### src/hw/flag_wake_map.svh
// timing values, cycle counts and edge/symbol limits for the flag and wake supervision block
`ifndef FLAG_WAKE_MAP_SVH
`define FLAG_WAKE_MAP_SVH
`define CLK_PERIOD_NS      20
`define WAKE_LOW_NS        1000
`define WAKE_IDLE_NS       1000
`define BSS_GAP_NS         130
`define TRANSMIT_ENABLE_N_CLAMP_NS      1000
`define BGE_CLAMP_NS       1000
`define UV_DET_NS          100
`define UV_REC_NS          100
`define WAKE_LOW_CYC       ((`WAKE_LOW_NS + `CLK_PERIOD_NS - 1) / `CLK_PERIOD_NS)
`define WAKE_IDLE_CYC      ((`WAKE_IDLE_NS + `CLK_PERIOD_NS - 1) / `CLK_PERIOD_NS)
`define BSS_GAP_CYC        ((`BSS_GAP_NS + `CLK_PERIOD_NS - 1) / `CLK_PERIOD_NS)
`define TRANSMIT_ENABLE_N_CLAMP_CYC     ((`TRANSMIT_ENABLE_N_CLAMP_NS + `CLK_PERIOD_NS - 1) / `CLK_PERIOD_NS)
`define BGE_CLAMP_CYC      ((`BGE_CLAMP_NS + `CLK_PERIOD_NS - 1) / `CLK_PERIOD_NS)
`define UV_DET_CYC         ((`UV_DET_NS + `CLK_PERIOD_NS - 1) / `CLK_PERIOD_NS)
`define UV_REC_CYC         ((`UV_REC_NS + `CLK_PERIOD_NS - 1) / `CLK_PERIOD_NS)
`define SERIAL_EDGES       16
`define WAKE_SYMBOLS       2
`endif

### src/hw/flag_wake_pkg.sv
// types shared by the flag and wake supervision block
package flag_wake_pkg;
  typedef logic [7:0] count_t;
  typedef enum logic [1:0] {
    WK_WAIT_LOW  = 2'b00,
    WK_LOW       = 2'b01,
    WK_HIGH      = 2'b10
  } wake_state_e;
endpackage : flag_wake_pkg

### src/hw/flag_wake_logic.sv
// flag keeping, wake detection and clamp supervision of a bus transceiver node
// How it works
// - wake needs two back-to-back wake symbols
// - symbol is long low then long idle
// - long recessive high may replace idle
// - short byte-start gaps inside phases tolerated
// - invalid pattern leaves wake flag alone
// - shorts detected only while transmitting
// - no bus error during wake or CAS
// - clamped transmit enable sets flag, disables transmitter
// - clamped guardian enable only sets flag
// - eleven flags: five status, six error
// - wake flag set standby, drives receive low
// - normal flag follows normal mode
// - transmitter flag follows transmitter enable
// - guardian clamp flag clears when input low
// - power-on flag set at reset, cleared normal
// - bus error flag, cleared when the fault ends or by enable edge
// - overtemperature flag cleared by high enable
// - enable clamp flag clears on enable high
// - filtered supply undervoltage flags force standby
// - serial error cleared by select falling edge
// - four flags change only in normal mode
// - transmitter enable needs guardian, normal, no overtemperature or enable clamp
// - serial error unless exactly sixteen clock edges
// - reset clears all flags but power-on and both undervoltage flags
`include "flag_wake_map.svh"
module flag_wake_logic (
  // clock and reset
  input  wire logic I_CLK,
  input  wire logic I_RESET,
  // host control pins
  input  wire logic I_TRANSMIT_ENABLE_N,
  input  wire logic I_BUS_GUARDIAN_ENABLE,
  input  wire logic I_STANDBY_SELECT_N,
  input  wire logic I_SERIAL_SELECT_N,
  input  wire logic I_SERIAL_CLK,
  // analog section reports
  input  wire logic I_BUS_LOW,
  input  wire logic I_BUS_HIGH,
  input  wire logic I_BUS_FAULT,
  input  wire logic I_SPECIAL_SYMBOL,
  input  wire logic I_OVER_TEMP,
  input  wire logic I_CORE_SUPPLY_LOW,
  input  wire logic I_IO_SUPPLY_LOW,
  // flags
  output logic      O_BUS_WAKE,
  output logic      O_NORMAL_MODE,
  output logic      O_TX_ENABLED,
  output logic      O_GUARDIAN_CLAMPED,
  output logic      O_POWER_ON_FLAG,
  output logic      O_BUS_ERROR,
  output logic      O_OVER_TEMP,
  output logic      O_TX_EN_CLAMPED,
  output logic      O_CORE_UNDERVOLTAGE_FLAG,
  output logic      O_IO_UNDERVOLTAGE_FLAG,
  output logic      O_SERIAL_ERROR,
  // pins driven toward host
  output logic      O_RECEIVE_N,
  output logic      O_ERROR_INDICATOR_N,
  output logic      O_SERIAL_DATA_OUT_OE
);
  import flag_wake_pkg::*;

  // ----------------------------------------
  // helpers
  // ----------------------------------------
  // saturating counter step, restarts when the condition drops
  function automatic count_t count_step(input logic cond, input count_t cnt);
    if (!cond) begin
      count_step = 8'h00;
    end else if (cnt == 8'hff) begin
      count_step = cnt;
    end else begin
      count_step = cnt + 8'h01;
    end
  endfunction : count_step

  logic wake_flag, normal_flag, tx_flag, bge_clamp, power_on_flag, bus_err, temp;
  logic transmit_enable_n_clamp, uv_core, uv_io, ser_err;
  logic transmit_enable_n_prev, serial_select_n_prev, sclk_prev;
  count_t transmit_enable_n_cnt, bge_cnt, uvc_cnt, uvc_rec, uvi_cnt, uvi_rec;
  count_t ph_cnt, gap_cnt;
  count_t edge_cnt;
  wake_state_e wk_state;
  logic [1:0] sym_cnt;
  logic wake_event;
  logic enter_normal, leave_normal, in_normal, next_tx;

  // normal when selected and no supply fault; leaving on either
  assign in_normal    = I_STANDBY_SELECT_N && !uv_core && !uv_io;
  assign enter_normal = in_normal && !normal_flag;
  assign leave_normal = !in_normal && normal_flag;
  // transmitter only with guardian, normal and no disabling fault
  assign next_tx = I_BUS_GUARDIAN_ENABLE && normal_flag && !temp && !transmit_enable_n_clamp;

  // ----------------------------------------
  // edge history
  // ----------------------------------------
  always_ff @(posedge I_CLK) begin
    if (I_RESET) begin
      transmit_enable_n_prev <= 1'b1;
      serial_select_n_prev <= 1'b1;
      sclk_prev <= 1'b0;
    end else begin
      transmit_enable_n_prev <= I_TRANSMIT_ENABLE_N;
      serial_select_n_prev <= I_SERIAL_SELECT_N;
      sclk_prev <= I_SERIAL_CLK;
    end
  end

  // ----------------------------------------
  // wake detector
  // ----------------------------------------
  // a gap shorter than the byte-start length does not restart a phase
  always_ff @(posedge I_CLK) begin
    if (I_RESET) begin
      wk_state <= WK_WAIT_LOW;
      ph_cnt   <= 8'h00;
      gap_cnt  <= 8'h00;
      sym_cnt  <= 2'b00;
    end else if (normal_flag) begin
      // low-power receiver is off in normal mode; a stale count must not re-wake
      wk_state <= WK_WAIT_LOW;
      sym_cnt  <= 2'b00;
    end else begin
      case (wk_state)
        WK_WAIT_LOW: begin
          ph_cnt  <= 8'h00;
          gap_cnt <= 8'h00;
          if (I_BUS_LOW) begin
            wk_state <= WK_LOW;
          end
        end
        WK_LOW: begin
          gap_cnt <= count_step(!I_BUS_LOW, gap_cnt);
          if (I_BUS_LOW) begin
            ph_cnt <= count_step(1'b1, ph_cnt);
          end
          if (!I_BUS_LOW && ph_cnt >= 8'(`WAKE_LOW_CYC)) begin
            wk_state <= WK_HIGH;
            ph_cnt   <= 8'h00;
            gap_cnt  <= 8'h00;
          end else if (!I_BUS_LOW && gap_cnt >= 8'(`BSS_GAP_CYC)) begin
            wk_state <= WK_WAIT_LOW;
            sym_cnt  <= 2'b00;
          end
        end
        WK_HIGH: begin
          // idle and recessive high count alike
          gap_cnt <= count_step(I_BUS_LOW, gap_cnt);
          if (!I_BUS_LOW) begin
            ph_cnt <= count_step(1'b1, ph_cnt);
          end
          if (ph_cnt >= 8'(`WAKE_IDLE_CYC) && I_BUS_LOW) begin
            wk_state <= WK_LOW;
            ph_cnt   <= 8'h00;
            gap_cnt  <= 8'h00;
            sym_cnt  <= (sym_cnt == 2'b11) ? sym_cnt : sym_cnt + 2'b01;
          end else if (I_BUS_LOW && gap_cnt >= 8'(`BSS_GAP_CYC)) begin
            wk_state <= WK_WAIT_LOW;
            sym_cnt  <= 2'b00;
          end else if (ph_cnt >= 8'(`WAKE_IDLE_CYC) && sym_cnt == 2'b01) begin
            sym_cnt  <= 2'b10; // second symbol complete on long idle
          end
        end
        default: begin
          wk_state <= WK_WAIT_LOW;
        end
      endcase
    end
  end
  assign wake_event = (sym_cnt >= 2'(`WAKE_SYMBOLS));

  // ----------------------------------------
  // clamp and undervoltage qualifiers
  // ----------------------------------------
  always_ff @(posedge I_CLK) begin
    if (I_RESET) begin
      transmit_enable_n_cnt <= 8'h00;
      bge_cnt  <= 8'h00;
      uvc_cnt  <= 8'h00;
      uvc_rec  <= 8'h00;
      uvi_cnt  <= 8'h00;
      uvi_rec  <= 8'h00;
    end else begin
      transmit_enable_n_cnt <= count_step(!I_TRANSMIT_ENABLE_N && normal_flag, transmit_enable_n_cnt);
      bge_cnt  <= count_step(I_BUS_GUARDIAN_ENABLE && normal_flag, bge_cnt);
      uvc_cnt  <= count_step(I_CORE_SUPPLY_LOW, uvc_cnt);
      uvc_rec  <= count_step(!I_CORE_SUPPLY_LOW, uvc_rec);
      uvi_cnt  <= count_step(I_IO_SUPPLY_LOW, uvi_cnt);
      uvi_rec  <= count_step(!I_IO_SUPPLY_LOW, uvi_rec);
    end
  end

  // ----------------------------------------
  // mode and status flags
  // ----------------------------------------
  // power-on flag comes up set after reset; undervoltage flags start set
  always_ff @(posedge I_CLK) begin
    if (I_RESET) begin
      normal_flag <= 1'b0;
      tx_flag     <= 1'b0;
      power_on_flag        <= 1'b1;
      wake_flag   <= 1'b0;
      uv_core     <= 1'b1;
      uv_io       <= 1'b1;
    end else begin
      normal_flag <= in_normal;
      tx_flag     <= next_tx;
      if (enter_normal) begin
        power_on_flag <= 1'b0;
      end
      // wake only in standby and with a healthy core supply
      if (wake_event && !in_normal && !normal_flag && !uv_core) begin
        wake_flag <= 1'b1;
      end else if (enter_normal) begin
        wake_flag <= 1'b0;
      end
      if (uvc_cnt >= 8'(`UV_DET_CYC)) begin
        uv_core <= 1'b1;
      end else if (uvc_rec >= 8'(`UV_REC_CYC)) begin
        uv_core <= 1'b0;
      end
      if (uvi_cnt >= 8'(`UV_DET_CYC)) begin
        uv_io <= 1'b1;
      end else if (uvi_rec >= 8'(`UV_REC_CYC)) begin
        uv_io <= 1'b0;
      end
    end
  end

  // ----------------------------------------
  // normal-mode guardian clamp and error flags
  // ----------------------------------------
  // only touched in normal mode or on the cycle it is left
  always_ff @(posedge I_CLK) begin
    if (I_RESET) begin
      bge_clamp  <= 1'b0;
      bus_err    <= 1'b0;
      temp       <= 1'b0;
      transmit_enable_n_clamp <= 1'b0;
    end else if (normal_flag) begin
      if (bge_cnt >= 8'(`BGE_CLAMP_CYC)) begin
        bge_clamp <= 1'b1;
      end else if (!I_BUS_GUARDIAN_ENABLE) begin
        bge_clamp <= 1'b0;
      end
      if (I_BUS_FAULT && tx_flag && !I_SPECIAL_SYMBOL) begin
        bus_err <= 1'b1;
      end else if (!I_BUS_FAULT || (I_TRANSMIT_ENABLE_N && !transmit_enable_n_prev)) begin
        bus_err <= 1'b0;
      end
      if (I_OVER_TEMP) begin
        temp <= 1'b1;
      end else if (I_TRANSMIT_ENABLE_N) begin
        temp <= 1'b0;
      end
      if (transmit_enable_n_cnt >= 8'(`TRANSMIT_ENABLE_N_CLAMP_CYC)) begin
        transmit_enable_n_clamp <= 1'b1;
      end else if (I_TRANSMIT_ENABLE_N) begin
        transmit_enable_n_clamp <= 1'b0;
      end
    end
  end

  // ----------------------------------------
  // serial frame check
  // ----------------------------------------
  always_ff @(posedge I_CLK) begin
    if (I_RESET) begin
      edge_cnt <= 8'h00;
      ser_err  <= 1'b0;
    end else begin
      if (!I_SERIAL_SELECT_N && sclk_prev && !I_SERIAL_CLK) begin
        edge_cnt <= count_step(1'b1, edge_cnt);
      end
      // error set wins over the falling-select clear
      if ((!I_SERIAL_SELECT_N && sclk_prev && !I_SERIAL_CLK
           && edge_cnt >= 8'(`SERIAL_EDGES))
          || (I_SERIAL_SELECT_N && !serial_select_n_prev && edge_cnt != 8'(`SERIAL_EDGES))) begin
        ser_err <= 1'b1;
      end else if (!I_SERIAL_SELECT_N && serial_select_n_prev) begin
        ser_err  <= 1'b0;
      end
      if (!I_SERIAL_SELECT_N && serial_select_n_prev) begin
        edge_cnt <= 8'h00;
      end
    end
  end

  // ----------------------------------------
  // registered outputs
  // ----------------------------------------
  always_ff @(posedge I_CLK) begin
    if (I_RESET) begin
      O_RECEIVE_N          <= 1'b1;
      O_ERROR_INDICATOR_N  <= 1'b1;
      O_SERIAL_DATA_OUT_OE <= 1'b0;
    end else begin
      O_RECEIVE_N <= !wake_flag;
      O_ERROR_INDICATOR_N <= !((wake_flag && !I_STANDBY_SELECT_N)
                              || bus_err || temp || transmit_enable_n_clamp
                              || uv_core || uv_io || ser_err);
      O_SERIAL_DATA_OUT_OE <= !I_SERIAL_SELECT_N && !ser_err && !uv_io;
    end
  end
  // eleven flag outputs mirror internal flops one cycle later
  always_ff @(posedge I_CLK) begin
    if (I_RESET) begin
      {O_BUS_WAKE, O_NORMAL_MODE, O_TX_ENABLED, O_GUARDIAN_CLAMPED} <= 4'h0;
      O_POWER_ON_FLAG <= 1'b1;
      {O_BUS_ERROR, O_OVER_TEMP, O_TX_EN_CLAMPED} <= 3'h0;
      {O_CORE_UNDERVOLTAGE_FLAG, O_IO_UNDERVOLTAGE_FLAG} <= 2'h3;
      O_SERIAL_ERROR <= 1'b0;
    end else begin
      {O_BUS_WAKE, O_NORMAL_MODE, O_TX_ENABLED, O_GUARDIAN_CLAMPED}
        <= {wake_flag, normal_flag, tx_flag, bge_clamp};
      O_POWER_ON_FLAG <= power_on_flag;
      {O_BUS_ERROR, O_OVER_TEMP, O_TX_EN_CLAMPED} <= {bus_err, temp, transmit_enable_n_clamp};
      {O_CORE_UNDERVOLTAGE_FLAG, O_IO_UNDERVOLTAGE_FLAG} <= {uv_core, uv_io};
      O_SERIAL_ERROR <= ser_err;
    end
  end
endmodule : flag_wake_logic

### config.mk
export PLATFORM = sky130hd
export DESIGN_NAME = flag_wake_logic
export DESIGN_NICKNAME = d
export VERILOG_FILES = /design/src/hw/flag_wake_pkg.sv /design/src/hw/flag_wake_logic.sv
export VERILOG_INCLUDE_DIRS = /design/src /design/src/hw
export SDC_FILE = /design/constraint.sdc
export NUM_CORES = 1
export LEC_CHECK = 0
export BUFFER_PORTS_ARGS = -buffer_cell sky130_fd_sc_hd__buf_4
export CAP_MARGIN = 30
export CORE_MARGIN = 10
export CORE_UTILIZATION = 45
export CTS_CLUSTER_DIAMETER = 50
export DETAILED_ROUTE_END_ITERATION = 7
export PLACE_DENSITY = 0.63
export SLEW_MARGIN = 40
export SYNTH_ARGS = -nofsm -noshare
export SYNTH_HDL_FRONTEND = slang
export SYNTH_SLANG_ARGS = --single-unit
export TNS_END_PERCENT = 1
### constraint.sdc
create_clock -name I_CLK -period 5.9 [get_ports I_CLK]
set_clock_uncertainty 0.15 [all_clocks]
set_input_delay 0.295 -clock I_CLK [delete_from_list [all_inputs] [get_ports I_CLK]]
set_output_delay 0.295 -clock I_CLK [all_outputs]
set_load 0.05 [all_outputs]
==> flow_metrics.py <==
metrics = {
    "cts": {
        "clockBufferDepth": 2,
        "worstSkewPairLatency_ps": 370,
        "htreeDepth": 3,
        "cts_root_buf": "clkbuf_8",
        "clk_pin_slew_ps": 110,
        "cts_buffers": 9,
        "post_cts_buffers": 0,
        "cts_tree": "built",
        "cts.sinks": 104,
    },
    "finish": {
        "layout.cells.most_common": "dfxtp_1",
        "most-common-layout-cells": "dfxtp_1 (104), nor2_1 (71), nand2_1 (37)",
        "nNetsFinal": 630,
        "drive_above_1_share": 0.0944,
        "fin_util": 0.507,
        "n_antenna_cell": 0,
        "instances_no_fill": 733,
        "syn_to_final_growth_pct": 11.2,
        "multiInputGateArea_um2": 2650,
        "final-seq-area_um2": 2080,
        "fillers": 1046,
    },
    "synthesis": {
        "syn_area_um2": 4900,
        "synth_ff_type": "dfxtp_1",
        "syn_nets": 604,
        "avgSynthCellArea_um2": 8.71,
        "ys_types": 55,
        "synthArstFlopShare": 0,
        "synth_compound_area_frac": 0.146,
        "synth_top_area_cell": "dfxtp_1",
        "synth_top_family_by_area": "simple AND/OR/NAND/NOR gates",
        "synth-seq-cells": 104,
        "synth_edf_count": 0,
        "synth_cells": 562,
        "synth_xor_area_frac": 0.0554,
        "synthAdderAreaFrac": 0.0715,
        "ys_seq_area_frac": 0.425,
        "yosysWarnings": 0,
        "netlist.area_leader.share": 0.425,
        "synth_area_leaders": "dfxtp_1 (43%), ha_1 (7.2%), nor2_1 (5.4%), nand3_1 (3.1%), xor2_1 (2.9%)",
        "synthSimpleGateAreaFrac": 0.253,
        "synth.mux.area_fraction": 0.0143,
    },
    "timing": {
        "slew_headroom": 0.568,
        "tns_ps": 0,
        "hold_violations": 0,
        "max_freq_mhz": 384,
        "fin_crit_ps": 2600,
        "fin_crit_sh": 0.441,
        "finalMaxSlewViolations": 0,
        "setup_viol": 0,
        "rsz0062_at_grt": "no",
        "tightest_slew_ps": 641,
    },
    "global_route": {
        "grt.met1_usage": 0.155,
        "grt_util_all_layers": 0.125,
        "grt_overflow_total": 0,
        "grt_pass1_wl_um": 16900,
        "grt_util_met2": 0.208,
        "grt-busiest-layer": "met2",
        "grt_max_degree": 31,
        "use_met3": 0.0311,
        "grt_antenna_before_repair": 0,
        "grt_pass1_vias": 3720,
    },
    "detailed_routing": {
        "viasPerCell": 5.48,
        "drc": 0,
        "drt_iter0_drc": 211,
        "avgRoutedWirePerCell_um": 13.5,
        "first_pass_iters": 5,
        "via_count": 4020,
        "ant_nets": 0,
        "wirelength_um": 9890,
    },
    "power": {
        "peakVddDrop_v": 0.000142,
        "p_clk_frac": 0.352,
        "combPwrFrac": 0.104,
        "swShare": 0.264,
        "p_sw_w": 0.000355,
        "p_int_w": 0.000989,
        "powerDensity_nw_per_um2": 247,
        "leakage_nw": 2.00,
        "power.share.sequential": 0.544,
    },
    "placed_design": {
        "place.gp.congestion": 0.829,
        "hpwl_um": 7030,
        "io_buffers": 26,
        "placedCellCount": 714,
    },
    "die": {
        "dieHeight_um": 124,
        "rows": 38,
        "fp.dieW_um": 124,
        "start_util": 0.456,
        "core_um2": 10700,
        "ios": 28,
        "die_area_um2": 15500,
    },
    "worst_setup_path": {
        "crit_path_start_kind": "flop",
        "rrSetupSlack_ps": 3300,
        "path_class": "reg2reg",
        "end_kind": "flop",
        "critPathSlowestCell": "a311oi_4",
        "crit_family": "compound AO/OA/AOI/OAI gates",
        "cp.required_ps": 6040,
        "crit_path_max_fanout": 9,
        "critPathMaxStageDelay_ps": 540,
        "crit_path_cell_trace": "inv_1 > ha_1 > or4_4 > a311oi_4 > a21oi_2 > or2_0 > a311oi_2",
        "worstPathArrival_ps": 2740,
        "crit_buf_inv": 1,
    },
    "worst_hold_path": {
        "hold_path_class": "in2reg",
    },
    "run_status": {
        "status": "completed",
    },
    "run": {
        "drv_cap": 0,
    },
}
==> metal layers <==
metal,vias to the layer above,part of all wire
met5,-,0
met2,59,0.47
li1,2068,-
met4,0,0.0094
met3,10,0.033
met1,1883,0.48
==> flip-flops by register name, indices dropped and copies added (netlist names), 2 cells and up <==
| name | cells |
|---|---|
| bge_cnt | 8 |
| gap_cnt | 8 |
| sym_cnt | 2 |
| uvi_cnt | 8 |
| ph_cnt | 8 |
| uvc_rec | 8 |
| wk_state | 2 |
| uvc_cnt | 8 |
| transmit_enable_n_cnt | 8 |
| edge_cnt | 8 |
| uvi_rec | 8 |
==> worst min-delay path: stages <==
cell,delay [ps]
buf_4,110
inv_1,40
a221oi_1,60
==> cell families after synthesis <==
family,after synthesis
AOI/OAI and AO/OA,103
adders and majority gates,28
buffers and inverters,43
muxes,7
xor gates and xnor gates,31
and+or+nand+nor,246
DFF,104
==> what timing repair did <==
| action | in CTS | in global routing |
|---|---|---|
| hold endpoints to repair | 4 | 0 |
| endpoints found under the setup margin | 0 | 0 |
| hold buffers | 3 | 0 |
| gates resized for setup | 0 | 0 |
==> area by class of cell <==
class | instances | share of cell area
clock inverter | 6 | 0.0133
multi-input combinational | 415 | 0.486
inverter | 29 | 0.0200
timing repair buffer | 29 | 0.0414
clock buffer | 10 | 0.0253
tap | 140 | 0.0322
sequential | 104 | 0.382
==> path summary, 6_finish.rpt <==
path	start	end	depth (start not counted)
worst min register to register	power_on_flag$_SDFFE_PP1P_	power_on_flag$_SDFFE_PP1P_	2
worst min-delay path	I_BUS_FAULT	bus_err$_SDFFE_PP0P_	3
worst max-delay path	ph_cnt[0]$_SDFFE_PP0P_	gap_cnt[2]$_SDFFE_PP0P_	7
worst max register to register	ph_cnt[0]$_SDFFE_PP0P_	gap_cnt[2]$_SDFFE_PP0P_	7
==> Yosys cell counts, types with 4 or more instances <==
library cell  instances
nand3_1              30
nand2_1              37
inv_1                28
or2_2                 9
nand4_1              16
ha_1                 28
clkbuf_1             11
xor2_1               16
mux2i_1               7
xnor2_1              15
or3_1                 5
and3_1               12
nor3_1               24
dfxtp_1             104
a311oi_1              4
nor2b_1              10
a211oi_1             12
a21oi_1              16
a31oi_1              16
nor4_1                6
o21ai_0              22
nor2_1               71
o211ai_1              8
and2_1                4
==> per-stage QoR <==
step           hold WS [ps]  power (W)  cell area, um2  setup slack, ps
6_report               31.3    0.00134            5450             3300
5_1_grt                16.5    0.00140            5450             3120
4_1_cts                15.8    0.00136            5450             3270
3_5_place_dp            283   0.000883            5210             3300
3_3_place_gp            280   0.000881            5210             3350
2_1_floorplan           222   0.000848            4900             3570
==> power by group through the flow <==
stage          combinational, W  clock [W]  sequential [W]
2_1_floorplan          0.000103          0        0.000745
3_3_place_gp           0.000136          0        0.000746
3_5_place_dp           0.000137          0        0.000747
4_1_cts                0.000141   0.000488        0.000730
5_1_grt                0.000158   0.000512        0.000733
6_report               0.000140   0.000473        0.000730
Power figures use the tool's default switching activity.
